[config.mk]
export PLATFORM = sky130hd
export DESIGN_NAME = aci_core
export DESIGN_NICKNAME = d
export VERILOG_FILES = /design/src/hw/aci_pkg.sv /design/src/hw/aci_stream_if.sv /design/src/hw/aci_fifo.sv /design/src/hw/aci_core.sv
export VERILOG_INCLUDE_DIRS = /design/src /design/src/hw
export SDC_FILE = /design/constraint.sdc
export NUM_CORES = 1
export LEC_CHECK = 0
export BUFFER_PORTS_ARGS = -buffer_cell sky130_fd_sc_hd__buf_2
export CORE_ASPECT_RATIO = 0.8
export CORE_MARGIN = 2
export CORE_UTILIZATION = 25
export CTS_CLUSTER_DIAMETER = 120
export DETAILED_ROUTE_END_ITERATION = 12
export RECOVER_POWER = 100
export SYNTH_ARGS = -nofsm -noshare
export SYNTH_HDL_FRONTEND = slang
export SYNTH_HIERARCHICAL = 1
export SYNTH_SLANG_ARGS = --single-unit
[constraint.sdc]
create_clock -name i_clk -period 2.55 [get_ports i_clk]
set_input_delay 0.3825 -clock i_clk [delete_from_list [all_inputs] [get_ports i_clk]]
set_output_delay 0.3825 -clock i_clk [all_outputs]
set_load 0.05 [all_outputs]
[src/hw/aci_map.svh]
// Purpose: constants for the conversion interface
// Assumes: 250 MHz clock
// Notes: counts derived from times in ns
`ifndef ACI_MAP_SVH
`define ACI_MAP_SVH
`define ACI_CLK_NS 4
`define ACI_CONV_NS 740
`define ACI_CONV_CYC ((`ACI_CONV_NS + `ACI_CLK_NS - 1) / `ACI_CLK_NS)
`define ACI_RES_W 12
`define ACI_FIFO_DEPTH 16
`define ACI_FIFO_AW 4
`define ACI_EST_W 2
`define ACI_FL1_W 4
`define ACI_FL2_W 4
`define ACI_FL3_W 2
`define ACI_CNT_W 8
`define ACI_CNT_ONE 8'h01
`endif

[src/hw/aci_pkg.sv]
// Purpose: types for the conversion interface
// Assumes: aci_map.svh constants
// Notes: none
`include "aci_map.svh"
package aci_pkg;
  typedef enum logic [1:0] {
    ACI_TRACK = 2'b00,
    ACI_CONV = 2'b01,
    ACI_DONE = 2'b11
  } aci_state_t;
  typedef logic [`ACI_RES_W-1:0] aci_word_t;
endpackage : aci_pkg

[src/hw/aci_stream_if.sv]
// Purpose: valid/ready word stream between core and fifo
// Assumes: one clock
// Notes: none
`timescale 1ns/1ps
`default_nettype none
`include "aci_map.svh"
interface aci_stream_if;
  logic valid;
  logic ready;
  logic [`ACI_RES_W-1:0] data;
  modport src (output valid, output data, input ready);
  modport snk (input valid, input data, output ready);
endinterface : aci_stream_if
`default_nettype wire

[src/hw/aci_fifo.sv]
// Purpose: result fifo, flip-flop storage
// Assumes: depth is a power of two
// Notes: full and empty from count
`timescale 1ns/1ps
`default_nettype none
module aci_fifo #(
  parameter int WIDTH = 12,
  parameter int DEPTH = 16,
  parameter int AW = 4
) (
  input wire logic i_clk,
  input wire logic i_rst_b,
  aci_stream_if.snk s_in,
  aci_stream_if.src s_out
);
  logic [WIDTH-1:0] mem_q [DEPTH];
  logic [WIDTH-1:0] mem_d [DEPTH];
  logic [AW-1:0] wr_q, wr_d, rd_q, rd_d;
  logic [AW:0] cnt_q, cnt_d;
  logic push, pop;
  assign s_in.ready = (cnt_q != DEPTH[AW:0]);
  assign s_out.valid = (cnt_q != '0);
  assign s_out.data = mem_q[rd_q];
  assign push = s_in.valid && s_in.ready;
  assign pop = s_out.valid && s_out.ready;
  always_comb begin
    mem_d = mem_q;
    wr_d = wr_q;
    rd_d = rd_q;
    cnt_d = cnt_q;
    if (push) begin
      mem_d[wr_q] = s_in.data;
      wr_d = wr_q + 1'b1;
    end
    if (pop) begin
      rd_d = rd_q + 1'b1;
    end
    if (push && !pop) begin
      cnt_d = cnt_q + 1'b1;
    end else if (pop && !push) begin
      cnt_d = cnt_q - 1'b1;
    end
  end
  always_ff @(posedge i_clk) begin
    if (!i_rst_b) begin
      wr_q <= '0;
      rd_q <= '0;
      cnt_q <= '0;
    end else begin
      wr_q <= wr_d;
      rd_q <= rd_d;
      cnt_q <= cnt_d;
    end
    mem_q <= mem_d;
  end
endmodule : aci_fifo
`default_nettype wire

[src/hw/aci_core.sv]
// Purpose: control and read interface of a 12-bit sampling converter
// Assumes: strobes and selects arrive from pins; quantiser codes are stable
// Notes: conversion time is counted on i_clk
`timescale 1ns/1ps
`default_nettype none
`include "aci_map.svh"
module aci_core (
  input wire logic i_clk,
  input wire logic i_rst_b,
  input wire logic i_sample_hold,
  input wire logic i_chip_sel_b,
  input wire logic i_read_b,
  input wire logic i_high_speed,
  input wire logic i_channel_select,
  input wire logic [`ACI_EST_W-1:0] i_est_code,
  input wire logic [`ACI_FL1_W-1:0] i_flash1_code,
  input wire logic [`ACI_FL2_W-1:0] i_flash2_code,
  input wire logic [`ACI_FL3_W-1:0] i_flash3_code,
  output logic o_conv_end,
  output logic o_done_int_b,
  output logic o_track_switch,
  output logic o_route_input_two,
  output logic [`ACI_RES_W-1:0] o_data,
  output logic o_data_oe,
  output logic o_overrun
);
  // ************************************************************
  // pin synchronisers
  // ************************************************************
  localparam int NSYNC = 4;
  logic [NSYNC-1:0] pin_raw, s1_q, s2_q, s3_q;
  assign pin_raw = {i_channel_select, i_read_b, i_chip_sel_b, i_sample_hold};
  genvar g;
  generate
    for (g = 0; g < NSYNC; g++) begin : g_sync
      always_ff @(posedge i_clk) begin
        if (!i_rst_b) begin
          s1_q[g] <= 1'b1;
          s2_q[g] <= 1'b1;
          s3_q[g] <= 1'b1;
        end else begin
          s1_q[g] <= pin_raw[g];
          s2_q[g] <= s1_q[g];
          s3_q[g] <= s2_q[g];
        end
      end
    end
  endgenerate

  function automatic logic fell(input logic prev, input logic now);
    fell = prev && !now;
  endfunction

  logic cs_on, sh_fall, rd_fall;
  assign cs_on = !s2_q[1];
  assign sh_fall = cs_on && fell(s3_q[0], s2_q[0]);
  assign rd_fall = cs_on && fell(s3_q[2], s2_q[2]);

  // ************************************************************
  // conversion sequencer
  // ************************************************************
  aci_pkg::aci_state_t st_q, st_d;
  logic [`ACI_CNT_W-1:0] cnt_q, cnt_d;
  logic [`ACI_RES_W-1:0] res_q, res_d;
  logic end_q, end_d;
  logic int_b_q, int_b_d;
  logic trk_q, trk_d;
  logic chan_q, chan_d;
  logic oe_q, oe_d;
  logic [`ACI_RES_W-1:0] dat_q, dat_d;
  logic ovr_q, ovr_d;
  aci_stream_if res_in ();
  aci_stream_if res_out ();

  always_comb begin
    st_d = st_q;
    cnt_d = cnt_q;
    res_d = res_q;
    end_d = end_q;
    int_b_d = int_b_q;
    trk_d = trk_q;
    chan_d = chan_q;
    ovr_d = ovr_q;
    res_in.valid = 1'b0;
    unique case (st_q)
      aci_pkg::ACI_TRACK: begin
        trk_d = 1'b1;
        if (sh_fall) begin
          trk_d = 1'b0;
          st_d = aci_pkg::ACI_CONV;
          cnt_d = `ACI_CNT_ONE;
        end
      end
      aci_pkg::ACI_CONV: begin
        cnt_d = cnt_q + `ACI_CNT_ONE;
        if (cnt_q == `ACI_CNT_W'(`ACI_CONV_CYC)) begin
          res_d = {i_est_code, i_flash1_code, i_flash2_code, i_flash3_code};
          end_d = 1'b1;
          int_b_d = 1'b0;
          st_d = aci_pkg::ACI_DONE;
          res_in.valid = 1'b1;
          ovr_d = !res_in.ready;
        end
      end
      aci_pkg::ACI_DONE: begin
        trk_d = 1'b1;
        if (sh_fall) begin
          // end flag falls at the next hold edge; select is caught here
          end_d = 1'b0;
          chan_d = s2_q[3];
          trk_d = 1'b0;
          st_d = aci_pkg::ACI_CONV;
          cnt_d = `ACI_CNT_ONE;
        end
      end
      default: begin
        st_d = aci_pkg::ACI_TRACK;
      end
    endcase
    if (rd_fall && !i_high_speed) begin
      int_b_d = 1'b1;
    end
    if (st_q == aci_pkg::ACI_CONV && st_d == aci_pkg::ACI_DONE) begin
      int_b_d = 1'b0; // new completion wins over a read in the same cycle
    end
  end
  assign res_in.data = {i_est_code, i_flash1_code, i_flash2_code, i_flash3_code};

  // ************************************************************
  // result buffer and data bus
  // ************************************************************
  aci_fifo #(
    .WIDTH(`ACI_RES_W),
    .DEPTH(`ACI_FIFO_DEPTH),
    .AW(`ACI_FIFO_AW)
  ) u_fifo (
    .i_clk(i_clk),
    .i_rst_b(i_rst_b),
    .s_in(res_in.snk),
    .s_out(res_out.src)
  );

  // high speed drains every word so the bus shows the newest; interrupt mode pops on read
  assign res_out.ready = i_high_speed ? 1'b1 : rd_fall;

  always_comb begin
    dat_d = dat_q;
    oe_d = 1'b0;
    if (res_out.valid && res_out.ready) begin
      dat_d = res_out.data;
    end
    if (i_high_speed) begin
      oe_d = cs_on && !s2_q[2];
    end else begin
      oe_d = cs_on && !s2_q[2];
    end
  end

  always_ff @(posedge i_clk) begin
    if (!i_rst_b) begin
      st_q <= aci_pkg::ACI_TRACK;
      cnt_q <= '0;
      res_q <= '0;
      end_q <= 1'b0;
      int_b_q <= 1'b1;
      trk_q <= 1'b1;
      chan_q <= 1'b0;
      ovr_q <= 1'b0;
      dat_q <= '0;
      oe_q <= 1'b0;
    end else begin
      st_q <= st_d;
      cnt_q <= cnt_d;
      res_q <= res_d;
      end_q <= end_d;
      int_b_q <= int_b_d;
      trk_q <= trk_d;
      chan_q <= chan_d;
      ovr_q <= ovr_d;
      dat_q <= dat_d;
      oe_q <= oe_d;
    end
  end

  assign o_conv_end = end_q;
  assign o_done_int_b = int_b_q;
  assign o_track_switch = trk_q;
  assign o_route_input_two = chan_q;
  assign o_data = dat_q;
  assign o_data_oe = oe_q;
  assign o_overrun = ovr_q;
endmodule : aci_core
`default_nettype wire

==> flow_metrics.py <==
metrics = {
    "job": {
        "drv_cap": 0,
    },
    "finish": {
        "final_core_util_pct": 30.1,
        "insertedDiodeCount": 0,
        "area_delta_synth_final_pct": 18.5,
        "design_area_sq_um": 11500,
        "most-common-layout-cells": "edfxtp_1, nand2_1, dfxtp_1, mux4_2, clkbuf_1",
        "fillers": 3780,
        "layout.nets": 699,
        "final_cells": 1178,
        "layout_commonest_cell": "edfxtp_1",
        "drive_above_1_share_pct": 23.0,
    },
    "synth": {
        "synth.area.mux_share_pct": 13.4,
        "synth_compound_area_share_pct": 5.09,
        "synthFlopType": "edfxtp_1",
        "yosys.area_share.xor_xnor_pct": 0.541,
        "synth_top_family_by_area": "multiplexers",
        "synth_edf_count": 192,
        "syn_inst": 574,
        "ys_warn_count": 6,
        "async_flop_share_pct": 0,
        "synthSimpleGateAreaFrac_pct": 7.20,
        "synth_fa_ha_area_share_pct": 2.01,
        "netlist_area_sq_um": 9710,
        "synth_area_per_cell_sq_um": 16.9,
        "ys_seq_area_share_pct": 69.9,
        "synthDistinctLibCells": 54,
        "ys_ff_latch": 243,
        "syn_nets": 608,
    },
    "timing": {
        "tns_ns": 0,
        "setup_violations": 0,
        "hold_viol_final": 0,
        "max_slew_margin_pct": 11.8,
        "final.min_clock_period_ns": 2.37,
        "max_clock_freq_mhz": 423,
        "worst_pin_slew_ns": 1.32,
        "min_period_over_period_pct": 92.8,
        "worst_clock_skew_ns": 0.0196,
        "slew_viol_final": 0,
        "rsz0062_at_grt": "false",
    },
    "routing": {
        "wire_per_inst_microns": 17.6,
        "drt_iter0_markers": 401,
        "avgViaCountPerCell": 4.46,
        "vias": 5250,
        "dr.pass1.iters": 5,
        "antenna_left": 0,
        "drc": 0,
        "finalWirelength_microns": 20700,
    },
    "critical_path": {
        "path_max_fanout": 7,
        "cp_slowest_stage_delay_ns": 0.58,
        "ff2ff_setup_slack_ns": 0.18,
        "worst-setup-path-type": "flop to flop",
        "cp-startpoint": "cnt_q[0]",
        "crit_chain": "ha_1 > nand4b_1 > nor2_2 > clkbuf_1 > o211ai_4 > nor2_1 > clkbuf_2",
        "r2r_start": "cnt_q[0]",
        "crit_arrival_ns": 2.56,
        "crit_family": "simple AND/OR/NAND/NOR gates",
        "cp-start-kind": "flop",
        "cpMaxStageDelayCell": "nor2_1",
        "crit_required_ns": 2.75,
        "end_kind": "flop",
        "critPathBufInv": 2,
    },
    "floorplan": {
        "boundaryPins": 37,
        "die_height_microns": 180,
        "die_w_microns": 224,
        "num_rows": 64,
        "dieArea_sq_um": 40400,
        "initial_utilization_pct": 25.4,
        "core_area_sq_um": 38300,
    },
    "clock_tree": {
        "clock_latency_ns": 0.52,
        "cts_root_buf": "clkbuf_16",
        "numCtsBuffers": 25,
        "cts_tree": "built",
        "path_clk_slew_ns": 0.06,
        "cts_hold_buf": 0,
        "clkSinkCount": 243,
        "cts_htree_levels": 1,
        "cts.path.max_buffers": 3,
    },
    "place": {
        "place_congestion": 0.782,
        "placed_area_sq_um": 10900,
        "dp_hpwl_microns": 13900,
        "portBuffers": 36,
        "placed_cells": 1130,
    },
    "grt": {
        "grt_max_degree": 72,
        "antenna_found_initial": 0,
        "grt_pass1_vias": 5276,
        "grt-ovfl-total": 0,
        "grtUsageTotal_pct": 10.1,
        "grt_pass1_wl_microns": 31700,
    },
    "worst_hold_path": {
        "min-delay-start": "i_sample_hold",
        "hold_class": "input pin to flop",
    },
    "status": {
        "status": "completed",
    },
    "pwr": {
        "p_per_area_nw_per_um2": 678,
        "ir_worst_vdd_uv": 391,
        "total_power_uw": 7800,
        "leakagePower_uw": 0.00368,
    },
}
synth_stat cells, types with 2 or more instances:
| cell | count | area [sq um] |
|---|---|---|
| a2111oi_2 | 2 | 30.0 |
| a211oi_1 | 4 | 30.0 |
| a21oi_1 | 7 | 35.0 |
| a22oi_1 | 24 | 180 |
| and2_1 | 7 | 43.8 |
| buf_2 | 8 | 40.0 |
| buf_6 | 2 | 22.5 |
| clkbuf_1 | 19 | 71.3 |
| dfxtp_1 | 51 | 1020 |
| edfxtp_1 | 192 | 5770 |
| ha_1 | 14 | 175 |
| inv_1 | 11 | 41.3 |
| mux2i_1 | 22 | 220 |
| mux4_2 | 48 | 1080 |
| nand2_1 | 54 | 203 |
| nand2b_1 | 16 | 100 |
| nand3_1 | 10 | 50.1 |
| nand3b_1 | 4 | 30.0 |
| nand4b_1 | 3 | 26.3 |
| nor2_1 | 17 | 63.8 |
| nor2b_1 | 7 | 43.8 |
| nor3_1 | 4 | 20.0 |
| nor3b_1 | 2 | 15.0 |
| o211ai_1 | 2 | 15.0 |
| o21a_1 | 2 | 15.0 |
| o21ai_0 | 8 | 40.0 |
| o31ai_1 | 2 | 15.0 |
| xnor2_1 | 6 | 52.6 |
final timing paths:
| kind | end | cells past startpoint |
|---|---|---|
| setup / recovery | u_fifo/mem_q[96] | 7 |
| hold / removal | s1_q[0] | 2 |
| setup reg to reg | u_fifo/mem_q[96] | 7 |
| hold reg to reg | s2_q[0] | 1 |
repair_timing:
action	CTS	global route
buffers inserted	0	3
resized for setup	0	4
endpoints found under the setup margin	0	2
flip-flops by register name, indices dropped and copies added, names as in the netlist, 2 cells and up:
register,flops
s3_q,2
u_fifo/rd_q,4
u_fifo/wr_q,4
u_fifo/cnt_q,5
s1_q,4
u_fifo/mem_q,192
cnt_q,8
s2_q,4
o_data,12
st_q,2
cell families (layout without fill, tap and decap cells):
logic type,Yosys count,count (layout)
mux,70,70
xor+xnor,6,6
simple gates,136,136
buf+inv,41,150
compound gates,63,63
fa+ha+maj,15,15
flops,243,243
metal layers:
layer | wire [microns] | global-route usage (%) | vias up
li1 | - | - | 2416
met1 | 10000 | 15.1 | 2677
met2 | 9130 | 15.1 | 131
met3 | 1180 | 2.14 | 26
met4 | 397 | 2.25 | 0
met5 | 0 | 0 | -
area by class of cell:
| type | count | area (sq um) | area share, % |
|---|---|---|---|
| inverter | 11 | 41.3 | 0.359 |
| tap | 495 | 619 | 5.38 |
| clock buffer | 34 | 669 | 5.82 |
| timing repair buffer | 94 | 520 | 4.53 |
| clock inverter | 11 | 85.1 | 0.740 |
| multi-input combinational | 290 | 2770 | 24.1 |
| sequential | 243 | 6790 | 59.1 |
metrics by stage:
stage	hold WS [ns]	setup slack, ns
6_report	0.0385	0.185
5_1_grt	0.0229	0.0264
4_1_cts	0.0139	0.0498
3_5_place_dp	0.392	0.0779
3_3_place_gp	0.392	0.0786
2_1_floorplan	0.386	-0.0857
power breakdown:
part | switching, uW | internal, uW
registers | 6.21 | 4280
logic | 86.0 | 33.0
clock network | 1450 | 1940
worst register-to-register path, cell delays in order, from the launching register on:
cell      delay [ns]
dfxtp_1         0.34
ha_1            0.15
nand4b_1        0.13
nor2_2          0.18
clkbuf_1        0.15
o211ai_4        0.14
nor2_1          0.58
clkbuf_2        0.37
Power figures use the tool's default switching activity.
